===== src/rtl/pmc_consts.svh =====
// Constants for the power management control register block
`ifndef PMC_CONSTS_SVH
`define PMC_CONSTS_SVH

`define PMC_OFFSET 12'h084
`define PMC_STATE_HI 31
`define PMC_STATE_LO 29
`define PMC_COMMIT_BIT 28
`define PMC_AUTOWAKE_BIT 27
`define PMC_LEDOFF_BIT 26
`define PMC_CLKOFF_BIT 21
`define PMC_FLAG_B_BIT 17
`define PMC_FLAG_A_BIT 16
`define PMC_EN_B_BIT 15
`define PMC_EN_A_BIT 14
`define PMC_READY_BIT 0
`define PMC_STATE_RESET 3'h0
`define PMC_STATE_D0 3'h0
`define PMC_STATE_D3 3'h3
`define PMC_ZERO32 32'h00000000
`define PMC_WAKE_US 2
`define PMC_CLK_MHZ 250

`endif


===== src/rtl/pmc_pkg.sv =====
// Types for the power management control register block
package pmc_pkg;
  typedef enum logic [1:0] {
    PMC_AWAKE = 2'b00,
    PMC_ASLEEP = 2'b01,
    PMC_WAKING = 2'b10
  } pmc_phase_type;

  typedef struct packed {
    logic wr;
    logic rd;
    logic [11:0] addr;
    logic [31:0] wdata;
    logic [3:0] be;
  } pmc_req_type;

  typedef struct packed {
    logic ready;
    logic asleep;
    logic fieldbus_core_clock_off;
    logic indicator_output_off;
    logic [2:0] sleep_state_select;
  } pmc_stat_type;
endpackage : pmc_pkg


===== src/rtl/pmc_ctrl.sv =====
// Power management control register with sleep and wake sequencing
//
// Behaviour
// - Three-bit sleep state select in 31:29, reset zero, codes 4-7 reserved.
// - Select write dropped when the same write sets the commit bit.
// - Commit bit 28 enters selected state; reads one while asleep.
// - Commit write of one ignored when the same write changes select.
// - Wake-up clears both select field and commit bit.
// - Bit 27 enables automatic wake on power management events, except when select is D3.
// - Bit 26 floats open-drain LEDs and idles push-pull LEDs.
// - Bit 21 gates off all fieldbus core clocks.
// - Bit 21 sets only after two consecutive writes of one.
// - Bit 17 flags port B energy or wake event; host clears.
// - Bit 16 flags port A energy or wake event; host clears.
// - A flag clears only once its event source is also clear.
// - Bit 15 routes port B events to the event interrupt flag.
// - Bit 14 routes port A events to the event interrupt flag.
// - Reads are served during not-ready and sleep states.
// - Partial byte reads are accepted without ordering rules.
// - Ready forced low in sleep, raised after wake settles.
// - Ready rising edge pulses the ready interrupt flag.
// - Any host access wakes the device; writes ignored meanwhile.
`timescale 1ns/100ps
`default_nettype none
`include "pmc_consts.svh"

module pmc_ctrl #(
  parameter int WAKE_CYCLES = `PMC_WAKE_US * `PMC_CLK_MHZ
) (
  input wire logic sys_clk,
  input wire logic rst_b,
  input wire logic clk_en,
  input wire pmc_pkg::pmc_req_type host_req,
  input wire logic pll_locked,
  input wire logic port_a_event,
  input wire logic port_b_event,
  input wire logic ready_ok,
  input wire logic [1:0] led_level,
  output logic [31:0] host_rdata,
  output logic host_rvalid,
  output pmc_pkg::pmc_stat_type status,
  output logic pm_event_irq_flag,
  output logic ready_irq_flag,
  output logic [1:0] led_out,
  output logic [1:0] led_oe
);
  import pmc_pkg::*;

  // ********************
  // Input synchronisers
  // ********************
  logic [2:0] sa_r, sb_r, sp_r;
  always_ff @(posedge sys_clk or negedge rst_b)
    if (!rst_b)
    begin
      sa_r <= 3'h0;
      sb_r <= 3'h0;
      sp_r <= 3'h0;
    end
    else if (clk_en)
    begin
      sa_r <= {sa_r[1:0], port_a_event};
      sb_r <= {sb_r[1:0], port_b_event};
      sp_r <= {sp_r[1:0], pll_locked};
    end

  logic ev_a_r, ev_b_r, lock_r;
  always_ff @(posedge sys_clk or negedge rst_b)
    if (!rst_b)
    begin
      ev_a_r <= 1'b0;
      ev_b_r <= 1'b0;
      lock_r <= 1'b0;
    end
    else if (clk_en)
    begin
      if (sa_r[1] == sa_r[2]) ev_a_r <= sa_r[2];
      if (sb_r[1] == sb_r[2]) ev_b_r <= sb_r[2];
      if (sp_r[1] == sp_r[2]) lock_r <= sp_r[2];
    end

  // ********************
  // Access decode
  // ********************
  function automatic logic hits(input pmc_req_type r);
    hits = r.addr == `PMC_OFFSET;
  endfunction : hits

  pmc_phase_type phase_r;
  logic [2:0] sel_r;
  logic commit_r, autowake_r, ledoff_r, clkoff_r, clk_pend_r;
  logic flag_a_r, flag_b_r, en_a_r, en_b_r, ready_r;
  logic [31:0] wake_cnt_r;

  logic awake, wr_hit;
  logic [2:0] w_sel;
  logic w_commit, sel_new, commit_go;
  assign awake = phase_r == PMC_AWAKE;
  assign wr_hit = host_req.wr && hits(host_req) && awake;
  assign w_sel = host_req.wdata[`PMC_STATE_HI:`PMC_STATE_LO];
  assign w_commit = host_req.wdata[`PMC_COMMIT_BIT] && host_req.be[3];
  assign sel_new = host_req.be[3] && (w_sel != sel_r);
  assign commit_go = wr_hit && w_commit && !sel_new;
  logic sleeps;
  assign sleeps = commit_go && (sel_r <= `PMC_STATE_D3);

  // ********************
  // Power phase
  // ********************
  logic host_touch, auto_ev, wake_done;
  assign host_touch = host_req.wr || host_req.rd;
  assign auto_ev = autowake_r && sel_r != `PMC_STATE_D3 &&
                   ((ev_a_r && en_a_r) || (ev_b_r && en_b_r));
  assign wake_done = wake_cnt_r >= 32'(WAKE_CYCLES) && lock_r;

  always_ff @(posedge sys_clk or negedge rst_b)
    if (!rst_b)
      phase_r <= PMC_AWAKE;
    else if (clk_en)
      unique case (phase_r)
        PMC_AWAKE: if (sleeps) phase_r <= PMC_ASLEEP;
        PMC_ASLEEP: if (host_touch || auto_ev) phase_r <= PMC_WAKING;
        PMC_WAKING: if (wake_done) phase_r <= PMC_AWAKE;
        default: phase_r <= PMC_AWAKE;
      endcase

  always_ff @(posedge sys_clk or negedge rst_b)
    if (!rst_b)
      wake_cnt_r <= `PMC_ZERO32;
    else if (clk_en)
      wake_cnt_r <= (phase_r == PMC_WAKING && !wake_done) ?
                    wake_cnt_r + 32'h1 : `PMC_ZERO32;

  // ********************
  // Select and commit
  // ********************
  logic leave;
  assign leave = phase_r == PMC_WAKING && wake_done;
  always_ff @(posedge sys_clk or negedge rst_b)
    if (!rst_b)
    begin
      sel_r <= `PMC_STATE_RESET;
      commit_r <= 1'b0;
    end
    else if (clk_en)
    begin
      if (leave)
      begin
        sel_r <= `PMC_STATE_RESET;
        commit_r <= 1'b0;
      end
      else if (wr_hit && host_req.be[3])
      begin
        if (!w_commit) sel_r <= w_sel;
        if (sleeps) commit_r <= 1'b1;
      end
    end

  // ********************
  // Plain controls
  // ********************
  always_ff @(posedge sys_clk or negedge rst_b)
    if (!rst_b)
    begin
      autowake_r <= 1'b0;
      ledoff_r <= 1'b0;
      en_a_r <= 1'b0;
      en_b_r <= 1'b0;
    end
    else if (clk_en && wr_hit)
    begin
      if (host_req.be[3])
      begin
        autowake_r <= host_req.wdata[`PMC_AUTOWAKE_BIT];
        ledoff_r <= host_req.wdata[`PMC_LEDOFF_BIT];
      end
      if (host_req.be[1])
      begin
        en_a_r <= host_req.wdata[`PMC_EN_A_BIT];
        en_b_r <= host_req.wdata[`PMC_EN_B_BIT];
      end
    end

  // Two consecutive ones needed; zero restarts
  always_ff @(posedge sys_clk or negedge rst_b)
    if (!rst_b)
    begin
      clkoff_r <= 1'b0;
      clk_pend_r <= 1'b0;
    end
    else if (clk_en && wr_hit && host_req.be[2])
    begin
      if (!host_req.wdata[`PMC_CLKOFF_BIT])
      begin
        clk_pend_r <= 1'b0;
        clkoff_r <= 1'b0;
      end
      else if (clk_pend_r)
        clkoff_r <= 1'b1;
      else
        clk_pend_r <= 1'b1;
    end

  // ********************
  // Event flags
  // ********************
  logic clr_a, clr_b;
  assign clr_a = wr_hit && host_req.be[2] && host_req.wdata[`PMC_FLAG_A_BIT];
  assign clr_b = wr_hit && host_req.be[2] && host_req.wdata[`PMC_FLAG_B_BIT];
  always_ff @(posedge sys_clk or negedge rst_b)
    if (!rst_b)
    begin
      flag_a_r <= 1'b0;
      flag_b_r <= 1'b0;
    end
    else if (clk_en)
    begin
      if (ev_a_r) flag_a_r <= 1'b1;
      else if (clr_a) flag_a_r <= 1'b0;
      if (ev_b_r) flag_b_r <= 1'b1;
      else if (clr_b) flag_b_r <= 1'b0;
    end

  always_ff @(posedge sys_clk or negedge rst_b)
    if (!rst_b)
      pm_event_irq_flag <= 1'b0;
    else if (clk_en)
      pm_event_irq_flag <= (flag_a_r && en_a_r) ||
                           (flag_b_r && en_b_r);

  // ********************
  // Ready
  // ********************
  always_ff @(posedge sys_clk or negedge rst_b)
    if (!rst_b)
    begin
      ready_r <= 1'b0;
      ready_irq_flag <= 1'b0;
    end
    else if (clk_en)
    begin
      ready_r <= awake && ready_ok && !sleeps;
      ready_irq_flag <= awake && ready_ok && !sleeps && !ready_r;
    end

  // ********************
  // Read path and outputs
  // ********************
  logic [31:0] word;
  always_comb
  begin
    word = `PMC_ZERO32;
    word[`PMC_STATE_HI:`PMC_STATE_LO] = sel_r;
    word[`PMC_COMMIT_BIT] = commit_r;
    word[`PMC_AUTOWAKE_BIT] = autowake_r;
    word[`PMC_LEDOFF_BIT] = ledoff_r;
    word[`PMC_CLKOFF_BIT] = clkoff_r;
    word[`PMC_FLAG_B_BIT] = flag_b_r;
    word[`PMC_FLAG_A_BIT] = flag_a_r;
    word[`PMC_EN_B_BIT] = en_b_r;
    word[`PMC_EN_A_BIT] = en_a_r;
    word[`PMC_READY_BIT] = ready_r;
  end

  // Reads answered in any phase; disabled lanes read zero
  always_ff @(posedge sys_clk or negedge rst_b)
    if (!rst_b)
    begin
      host_rdata <= `PMC_ZERO32;
      host_rvalid <= 1'b0;
    end
    else if (clk_en)
    begin
      host_rvalid <= host_req.rd && hits(host_req);
      host_rdata <= word & {{8{host_req.be[3]}}, {8{host_req.be[2]}},
                            {8{host_req.be[1]}}, {8{host_req.be[0]}}};
    end

  always_ff @(posedge sys_clk or negedge rst_b)
    if (!rst_b)
    begin
      status <= '0;
      led_out <= 2'h0;
      led_oe <= 2'h0;
    end
    else if (clk_en)
    begin
      status <= {ready_r, !awake, clkoff_r, ledoff_r, sel_r};
      led_out <= ledoff_r ? 2'h0 : led_level;
      led_oe <= ledoff_r ? 2'h0 : 2'h3;
    end
endmodule : pmc_ctrl
`default_nettype wire


===== config.mk =====
export PLATFORM = sky130hd
export DESIGN_NAME = pmc_ctrl
export DESIGN_NICKNAME = d
export VERILOG_FILES = /design/src/rtl/pmc_pkg.sv /design/src/rtl/pmc_ctrl.sv
export VERILOG_INCLUDE_DIRS = /design/src /design/src/rtl
export SDC_FILE = /design/constraint.sdc
export NUM_CORES = 1
export LEC_CHECK = 0
export BUFFER_PORTS_ARGS = -buffer_cell sky130_fd_sc_hd__buf_2
export CAP_MARGIN = 0
export CORE_MARGIN = 4
export CORE_UTILIZATION = 57
export DETAILED_ROUTE_END_ITERATION = 7
export GPL_ROUTABILITY_DRIVEN = 1
export PLACE_DENSITY = 0.85
export REMOVE_ABC_BUFFERS = 1
export SETUP_SLACK_MARGIN = 0.05
export SLEW_MARGIN = 20
export SYNTH_ARGS = -nofsm -noshare
export SYNTH_HDL_FRONTEND = slang
export SYNTH_SLANG_ARGS = --single-unit

===== constraint.sdc =====
create_clock -name sys_clk -period 2.67 [get_ports sys_clk]
set_clock_uncertainty 0.05 [all_clocks]
set_input_delay 0.267 -clock sys_clk [delete_from_list [all_inputs] [get_ports sys_clk]]
set_output_delay 0.267 -clock sys_clk [all_outputs]
set_load 0.005 [all_outputs]

==> impl_metrics.py, run 1 <==
metrics = {
    "logic_synthesis": {
        "synth_compound_area_frac": 0.103,
        "yosys.area_share.simple": 0.188,
        "syn_inst": 395,
        "synth_enable_flop_cells": 0,
        "synth_cell_type_count": 49,
        "synth_xor_area_frac": 0.0517,
        "syn-cell-area_sq_mm": 0.00406,
        "synth_warnings": 0,
        "synth_top_family_by_area": "simple AND/OR/NAND/NOR gates",
        "synth_ff_type": "dfrtp_1",
        "synthAdderAreaFrac": 0.00616,
        "synth-seq-cells": 84,
        "muxShareOfSynthArea": 0.0548,
        "synthArstFlopShare": 1.00,
        "synth.avg_cell_area_sq_um": 10.3,
        "ys_seq_area_frac": 0.517,
    },
    "timing": {
        "slew-limit-headroom": 0.269,
        "maxSlewViolCount": 0,
        "fin_crit_ns": 2.39,
        "fin_crit_sh": 0.895,
        "setup_violations": 0,
        "fmax_mhz": 418,
        "rsz0062_at_grt": "no",
        "setup_tns_ns": 0,
        "hold_viol_final": 0,
        "worst_pin_slew_ns": 1.10,
    },
    "grt": {
        "grt_pass1_wl_mm": 14.1,
        "gr-total-overflow": 0,
        "grt_pass1_vias": 3003,
        "grt_max_degree": 85,
        "antenna_found_initial": 0,
        "grtUsageTotal": 0.207,
    },
    "layout": {
        "syn_to_final_growth_pct": 13.5,
        "num_antenna_cells": 0,
        "fill_cells": 533,
        "final_net_count": 519,
        "stdcell_area_sq_mm": 0.00461,
        "drive_above_1_share": 0.231,
    },
    "route": {
        "wl_per_cell_um": 15.1,
        "dr.pass1.iters": 5,
        "drc": 0,
        "num_vias": 3107,
        "drt_iter0_markers": 196,
        "ant_nets": 0,
        "wl_mm": 8.46,
        "viasPerCell": 5.56,
    },
    "placement": {
        "gp_congestion": 0.823,
        "hpwl_mm": 5.82,
        "io_buffers": 63,
        "post_dp_cell_area_sq_mm": 0.00438,
    },
    "die": {
        "die_area_sq_mm": 0.00854,
        "coreArea_sq_mm": 0.00687,
        "start_util": 0.591,
        "num_rows": 30,
        "ioPinCount": 105,
        "fp.dieH_um": 92.4,
        "die_w_um": 92.4,
    },
    "clock_tree": {
        "htree_num_levels": 3,
        "cts_max_path_buffers": 2,
        "cts.sink_count": 84,
        "clkTransAtPathRegs_ns": 0.09,
        "insertion_delay_ns": 0.36,
        "cts_resized": 0,
        "cts_tree": "done",
        "cts_root_buffer": "clkbuf_8",
        "cts_made_buffers": 9,
    },
    "critical_path": {
        "worstPathRequired_ns": 2.81,
        "worstSetupPathType": "register to register",
        "start_kind": "register",
        "cp-end-kind": "register",
        "crit_path_max_fanout": 25,
        "cp.arrival_ns": 2.54,
    },
    "power": {
        "power_density_mw_per_mm2": 550,
        "power.leakage_nw": 2.23,
        "power_w": 0.00254,
        "ir_drop_v": 0.000478,
    },
    "run": {
        "cap_violations": 0,
    },
    "hold_path": {
        "holdCritPathClass": "input port to register",
    },
    "outcome": {
        "status": "complete, no violations",
    },
}
[sequential cells by signal, summed over array words and instances (netlist names), 2 cells and up]
signal	flops
host_rdata	12
led_out	2
phase_r	2
sa_r	3
sb_r	3
sel_r	3
sp_r	3
status	7
wake_cnt_r	32
[layer usage]
layer	GRT usage	wire, um
met3	0.0487	427
met1	0.268	3590
met4	0.108	212
met2	0.323	4230
met5	0	0
[report_power, final]
part	internal (W)	switching, W
sequential	0.00132	0.0000455
clock	0.000533	0.000456
combinational	0.0000721	0.000108
total	0.00193	0.000609
[path summary, 6_finish.rpt]
kind | startpoint | end | slack [ns] | cells past startpoint
worst max-delay path | wake_cnt_r[5]$_DFFE_PN0P_ | wake_cnt_r[23]$_DFFE_PN0P_ | 0.28 | 5
worst min-delay path | host_req[19] | en_b_r$_DFFE_PN0P_ | 0.08 | 2
worst max register to register | wake_cnt_r[5]$_DFFE_PN0P_ | wake_cnt_r[23]$_DFFE_PN0P_ | 0.28 | 5
worst min register to register | ready_r$_DFFE_PN0P_ | ready_irq_flag$_DFFE_PN0P_ | 0.44 | 1
max in group asynchronous | rst_b | wake_cnt_r[28]$_DFFE_PN0P_ | 1.61 | 2
min in group asynchronous | rst_b | host_rdata[17]$_DFFE_PN0P_ | 0.45 | 2
[worst max-delay path: stages (launching register included)]
cell      delay (ns)
dfrtp_1         0.46
nand4_1         0.25
o211ai_2        0.31
o21ai_4         0.14
a21oi_2         0.88
nor2_1          0.13
[cells in the mapped netlist (2+ instances only)]
cell type | instances | area share
nor4_4 | 2 | 0.010
mux2i_1 | 2 | 0.0049
nor4bb_1 | 2 | 0.0049
and3_1 | 8 | 0.012
or3_1 | 3 | 0.0046
nor3_1 | 4 | 0.0049
ha_1 | 2 | 0.0062
nand3_2 | 2 | 0.0049
buf_4 | 21 | 0.039
nor2_1 | 29 | 0.027
inv_1 | 28 | 0.026
nand3_1 | 27 | 0.033
xnor2_1 | 5 | 0.011
nand2_1 | 26 | 0.024
mux2_2 | 17 | 0.047
nand4_1 | 15 | 0.023
nor4b_1 | 2 | 0.0043
dfrtp_1 | 84 | 0.52
nand3b_1 | 2 | 0.0037
xor2_1 | 19 | 0.041
a31oi_1 | 2 | 0.0031
o311ai_1 | 3 | 0.0065
or2_2 | 2 | 0.0031
a22oi_1 | 2 | 0.0037
o21ai_0 | 29 | 0.036
buf_2 | 4 | 0.0049
clkbuf_1 | 7 | 0.0065
o22ai_1 | 2 | 0.0031
o211a_1 | 2 | 0.0049
a21oi_1 | 12 | 0.015
a22o_1 | 6 | 0.013
and4_1 | 2 | 0.0043
nor4_1 | 6 | 0.0092
[final cells by class]
cell class              count  area, sq um  area share
clock buffers              11          131      0.0285
clock inverters             5         85.1      0.0185
inverters                  28          105      0.0228
multi-input cells         269         1720       0.373
flip-flops and latches     84         2100       0.456
well taps                  96          120      0.0261
repair buffers             66          347      0.0752
[layout by cell type (no fill, tap or decap), drive strengths merged, types with 3 or more instances in the layout]
| master | count |
|---|---|
| dfrtp | 84 |
| nand4 | 16 |
| nand2 | 26 |
| a22o | 6 |
| and3 | 8 |
| buf | 65 |
| mux2 | 18 |
| o21ai | 31 |
| a21oi | 13 |
| xnor2 | 5 |
| inv | 29 |
| nand3 | 29 |
| nor2 | 29 |
| clkbuf | 11 |
| o311ai | 3 |
| conb | 20 |
| xor2 | 19 |
| or3 | 3 |
| nor4 | 8 |
| nor3 | 5 |
[cell families after synthesis]
family,Yosys count
other cells,1
simple gates,137
mux,20
flops,84
compound gates,66
fa+ha+maj,2
buf+inv,61
xor+xnor,24
[stage by stage]
step	util	worst slack [ns]	hold slack, ns	instances
2_1_floorplan	-	0.765	-0.0786	381
3_3_place_gp	0.638	0.368	0.414	542
3_5_place_dp	0.638	0.304	0.434	542
4_1_cts	0.669	0.289	0.0735	558
5_1_grt	0.671	0.0961	0.0742	559
6_report	0.671	0.279	0.0842	559
[timing repair]
action	in CTS	in global routing
buffers inserted	0	0
hold buffers	0	1
endpoints found under the hold margin	0	84
Power figures use the tool's default switching activity.
==> run 2, diff against run 1 <==
BUFFER_PORTS_ARGS = -buffer_cell sky130_fd_sc_hd__buf_4   (was -buffer_cell sky130_fd_sc_hd__buf_2)
CORE_UTILIZATION = 50   (was 57)
CTS_BUF_LIST = sky130_fd_sc_hd__clkbuf_2 sky130_fd_sc_hd__clkbuf_4 sky130_fd_sc_hd__clkbuf_8   (was not set)
PLACE_DENSITY = 0.76   (was 0.85)
==> impl_metrics.py, run 2 (synthesis results as in run 1) <==
metrics = {
    "run": {
        "cap_violations": 0,
    },
    "clock_tree": {
        "cts_hold_buf": 0,
        "cts_max_path_buffers": 2,
        "cts_made_buffers": 9,
        "htree_num_levels": 3,
        "cts_root_buffer": "clkbuf_8",
        "cts_tree": "done",
        "cts.sink_count": 84,
        "clkTransAtPathRegs_ns": 0.09,
        "post-cts-setup-buffers": 0,
        "insertion_delay_ns": 0.35,
        "cts_resized": 0,
    },
    "power": {
        "power.leakage_nw": 2.25,
        "clockPowerShare": 0.338,
        "ir_drop_v": 0.000363,
        "power_density_mw_per_mm2": 499,
        "combPwrFrac": 0.084,
        "p_sw_w": 0.000604,
        "seqPwrFrac": 0.578,
        "switching_share": 0.255,
        "p_int_w": 0.00177,
    },
    "critical_path": {
        "critPathMaxStageDelay_ns": 0.42,
        "start_kind": "register",
        "cp.arrival_ns": 2.31,
        "crit_path_max_fanout": 9,
        "crit_family": "simple AND/OR/NAND/NOR gates",
        "worstPathRequired_ns": 2.86,
        "r2r_end": "wake_cnt_r[8]$_DFFE_PN0P_",
        "cpMaxStageDelayCell": "dfrtp_1",
        "path_buf_inv": 0,
        "timing.rr.start": "wake_cnt_r[20]$_DFFE_PN0P_",
        "reg2reg_depth": 5,
        "path_cells": "nor4_1 -> nand4_1 -> o21ai_4 -> nand3_2 -> o311ai_1",
        "cp-end-kind": "register",
        "reg2reg_slack_ns": 0.55,
        "worstSetupPathType": "register to register",
    },
    "timing": {
        "hold_viol_final": 0,
        "fin_crit_sh": 0.795,
        "fin_crit_ns": 2.12,
        "setup_violations": 0,
        "slew-limit-headroom": 0.448,
        "setup_tns_ns": 0,
        "worst_pin_slew_ns": 0.826,
        "rsz0062_at_grt": "no",
        "fmax_mhz": 471,
        "maxSlewViolCount": 0,
    },
    "grt": {
        "use_met1": 0.233,
        "met2_usage": 0.275,
        "grtUsageTotal": 0.172,
        "grt_max_degree": 85,
        "gr-total-overflow": 0,
        "grt_pass1_vias": 2882,
        "grt_pass1_wl_mm": 13.7,
        "antenna_found_initial": 0,
        "busiest_layer": "met2",
        "grtUsageMet3": 0.0314,
    },
    "layout": {
        "final_cell_mix": "84 x dfrtp_1, 66 x buf_4, 29 x o21ai_0, 29 x nor2_1, 28 x inv_1",
        "syn_to_final_growth_pct": 16.9,
        "drive_above_1_share": 0.239,
        "layout_commonest_cell": "dfrtp_1",
        "top_regs": "wake_cnt_r x32, host_rdata x12, status x7",
        "num_antenna_cells": 0,
        "largest_register": "wake_cnt_r",
        "stdcell_area_sq_mm": 0.00475,
        "final_net_count": 521,
        "final_cells": 567,
        "largest_register_ffs": 32,
        "final_util": 0.608,
    },
    "route": {
        "wl_per_cell_um": 14.3,
        "dr.pass1.iters": 4,
        "num_vias": 3032,
        "drc": 0,
        "viasPerCell": 5.35,
        "wl_mm": 8.12,
        "ant_nets": 0,
        "drt_iter0_markers": 127,
    },
    "outcome": {
        "status": "complete, no violations",
    },
    "die": {
        "die_w_um": 98.1,
        "die_area_sq_mm": 0.00963,
        "ioPinCount": 105,
        "start_util": 0.520,
        "num_rows": 32,
        "fp.dieH_um": 98.1,
        "coreArea_sq_mm": 0.00781,
    },
    "hold_path": {
        "min_path_cells": 2,
        "hp-start": "port_b_event",
        "min_to": "sb_r[0]$_DFFE_PN0P_",
        "holdCritPathClass": "input port to register",
    },
    "placement": {
        "io_buffers": 63,
        "hpwl_mm": 5.71,
        "gp_congestion": 0.827,
        "post_dp_cell_area_sq_mm": 0.00456,
        "dp_cells": 550,
    },
}
## run 2: cell types whose count changed in the layout (fill, tap and decap cells not counted), sizes merged
cell	delta
buf	+2
bufinv	-2
clkbuf	-1
clkinv	+2
clkinvlp	+2
inv	-1
## run 2: area by class of cell
class / count / area (sq um)
multi-input cells: 269 / 1730
inverters: 28 / 105
repair buffers: 68 / 517
flip-flops and latches: 84 / 2100
clock inverters: 6 / 41.3
well taps: 102 / 128
clock buffers: 10 / 131
fillers: 674 / 3060
## run 2: power groups by stage
stage	combinational, W	sequential, W	clock [W]
floorplan	0.0000734	0.00138	0
global placement	0.000194	0.00139	0
detailed placement	0.000201	0.00140	0
CTS	0.000201	0.00137	0.000822
global route	0.000226	0.00138	0.000882
finish	0.000200	0.00137	0.000800
## run 2: per-stage QoR
step | power (W) | hold slack, ns | setup slack (ns)
finish | 0.00237 | 0.0918 | 0.547
detailed placement | 0.00160 | 0.442 | 0.302
CTS | 0.00239 | 0.0799 | 0.277
global placement | 0.00158 | 0.424 | 0.342
global route | 0.00249 | 0.0870 | 0.318
floorplan | 0.00146 | -0.0786 | 0.765
## run 2: worst max-delay path by stage
stage | start | end | slack, ns | depth (start not counted)
floorplan | wake_cnt_r[4]$_DFFE_PN0P_ | wake_cnt_r[10]$_DFFE_PN0P_ | 0.77 | 5
CTS | wake_cnt_r[4]$_DFFE_PN0P_ | wake_cnt_r[14]$_DFFE_PN0P_ | 0.28 | 5
finish | wake_cnt_r[20]$_DFFE_PN0P_ | wake_cnt_r[8]$_DFFE_PN0P_ | 0.55 | 5
global route | wake_cnt_r[20]$_DFFE_PN0P_ | wake_cnt_r[8]$_DFFE_PN0P_ | 0.32 | 5
global placement | wake_cnt_r[4]$_DFFE_PN0P_ | wake_cnt_r[11]$_DFFE_PN0P_ | 0.34 | 5
detailed placement | wake_cnt_r[4]$_DFFE_PN0P_ | wake_cnt_r[25]$_DFFE_PN0P_ | 0.30 | 5
## run 2: worst reg2reg max path: stages, from the launching register on
cell and delay (ns):
dfrtp_1 0.42, nor4_1 0.35, nand4_1 0.26, o21ai_4 0.39, nand3_2 0.22, o311ai_1 0.33
## run 2: layer usage
layer,wire length (um),up-vias
li1,-,1470
met2,3950,64
met1,3630,1485
met4,165,0
met5,0,-
met3,373,13
==> run 3, diff against run 2 <==
clock period = 2 ns   (was 2.67 ns; I/O delays follow)
==> impl_metrics.py, run 3 (synthesis results as in run 1) <==
metrics = {
    "layout": {
        "final_cells": 591,
        "fill_cells": 602,
        "num_antenna_cells": 0,
        "final_cell_mix": "88 x buf_4, 82 x dfrtp_1, 29 x o21ai_0",
        "largest_register_ffs": 32,
        "syn_to_final_growth_pct": 24.9,
        "final_net_count": 545,
        "top_regs": "wake_cnt_r x32, host_rdata x12, status x7",
        "largest_register": "wake_cnt_r",
        "drive_above_1_share": 0.297,
        "layout_commonest_cell": "buf_4",
    },
    "power": {
        "power_w": 0.00349,
        "ir_drop_v": 0.000432,
        "power.leakage_nw": 2.42,
        "power_density_mw_per_mm2": 689,
    },
    "grt": {
        "grt_pass1_wl_mm": 14.6,
        "antenna_found_initial": 0,
        "grt_pass1_vias": 3096,
        "gr-total-overflow": 0,
        "grtUsageTotal": 0.184,
        "grt_max_degree": 62,
    },
    "placement": {
        "hpwl_mm": 6.08,
        "gp_congestion": 0.822,
        "dp_cells": 566,
        "io_buffers": 63,
    },
    "timing": {
        "hold_viol_final": 0,
        "worst_pin_slew_ns": 0.589,
        "fmax_mhz": 527,
        "slew-limit-headroom": 0.608,
        "setup_violations": 0,
        "maxSlewViolCount": 0,
        "fin_crit_ns": 1.90,
        "fin_crit_sh": 0.948,
        "rsz0062_at_grt": "yes",
    },
    "critical_path": {
        "worstSetupPathType": "register to register",
        "cp-end-kind": "register",
        "cp.arrival_ns": 2.12,
        "crit_path_max_fanout": 25,
        "worstPathRequired_ns": 2.22,
        "start_kind": "register",
    },
    "clock_tree": {
        "cts.sink_count": 84,
        "cts_root_buffer": "clkbuf_8",
        "cts_tree": "done",
        "cts_max_path_buffers": 2,
        "insertion_delay_ns": 0.35,
        "clkTransAtPathRegs_ns": 0.08,
        "cts_made_buffers": 9,
        "htree_num_levels": 3,
    },
    "route": {
        "num_vias": 3131,
        "drt_iter0_markers": 164,
        "drc": 0,
        "dr.pass1.iters": 4,
        "ant_nets": 0,
        "wl_per_cell_um": 14.7,
        "viasPerCell": 5.30,
        "wl_mm": 8.71,
    },
    "hold_path": {
        "holdCritPathClass": "input port to register",
    },
    "die": {
        "die_w_um": 98.1,
        "die_area_sq_mm": 0.00963,
        "num_rows": 32,
        "fp.dieH_um": 98.1,
        "start_util": 0.520,
        "coreArea_sq_mm": 0.00781,
        "ioPinCount": 105,
    },
    "run": {
        "cap_violations": 0,
    },
    "outcome": {
        "status": "complete, no violations",
    },
}
==> run 3: where the power goes <==
part | leakage [nW] | switching [W] | total, W | internal [W]
Combinational | 1.19 | 0.000144 | 0.000281 | 0.000137
Clock | 0.116 | 0.000616 | 0.00139 | 0.000774
Sequential | 1.11 | 0.0000573 | 0.00182 | 0.00177
==> run 3: worst paths after layout <==
kind,start,end,slack [ns],cells past startpoint
min reg2reg,host_rdata[0]$_DFFE_PN0P_,host_rdata[0]$_DFFE_PN0P_,0.45,1
min,pll_locked,sp_r[0]$_DFFE_PN0P_,0.03,2
max,wake_cnt_r[21]$_DFFE_PN0P_,wake_cnt_r[26]$_DFFE_PN0P_,0.10,7
max in group asynchronous,rst_b,wake_cnt_r[14]$_DFFE_PN0P_,0.98,3
max reg2reg,wake_cnt_r[21]$_DFFE_PN0P_,wake_cnt_r[26]$_DFFE_PN0P_,0.10,7
min in group asynchronous,rst_b,host_rdata[16]$_DFFE_PN0P_,0.33,2
==> run 3: what timing repair did <==
item                                    CTS  global route
hold buffers                              1             0
buffers inserted                          1             7
gates resized for setup                   2            11
endpoints found under the hold margin    38             0
endpoints found under the setup margin   19            14
pin swaps                                 2             6
==> run 3: per-stage QoR <==
stage | TNS, ns | utilization | setup WS, ns | instance area, sq um | hold WS, ns
2_1_floorplan | 0 | - | 0.0950 | 3930 | -0.146
3_3_place_gp | 0 | 0.602 | 0.102 | 4700 | 0.158
3_5_place_dp | -0.157 | 0.602 | -0.0726 | 4700 | 0.167
4_1_cts | 0 | 0.636 | 0.0590 | 4960 | 0.0187
5_1_grt | 0 | 0.650 | 0.00468 | 5070 | 0.0149
6_report | 0 | 0.650 | 0.104 | 5070 | 0.0288
==> run 3: final cells by class <==
cell class                      instances  area (sq um)  share of cell area
Clock buffer                           11           151              0.0298
Clock inverter                          5          81.3              0.0160
Inverter                               28           105              0.0207
Multi-Input combinational cell        269          1780               0.351
Sequential cell                        84          2100               0.415
Tap cell                              102           128              0.0252
Timing Repair Buffer                   92           722               0.142
==> run 3: per-layer routing <==
layer,share of wire,GRT usage,up-vias
met2,0.49,0.294,81
met1,0.45,0.251,1519
met3,0.044,0.0421,12
li1,-,-,1519
met4,0.019,0.0588,0
met5,0,0,-
==> run 3: worst max-delay path, cell delays in order, from the launching register on <==
cell	delay (ns)
dfrtp_1	0.39
nor4_2	0.30
nand4_1	0.25
o21ai_4	0.32
buf_6	0.14
a21oi_2	0.06
buf_12	0.18
nor2_1	0.12
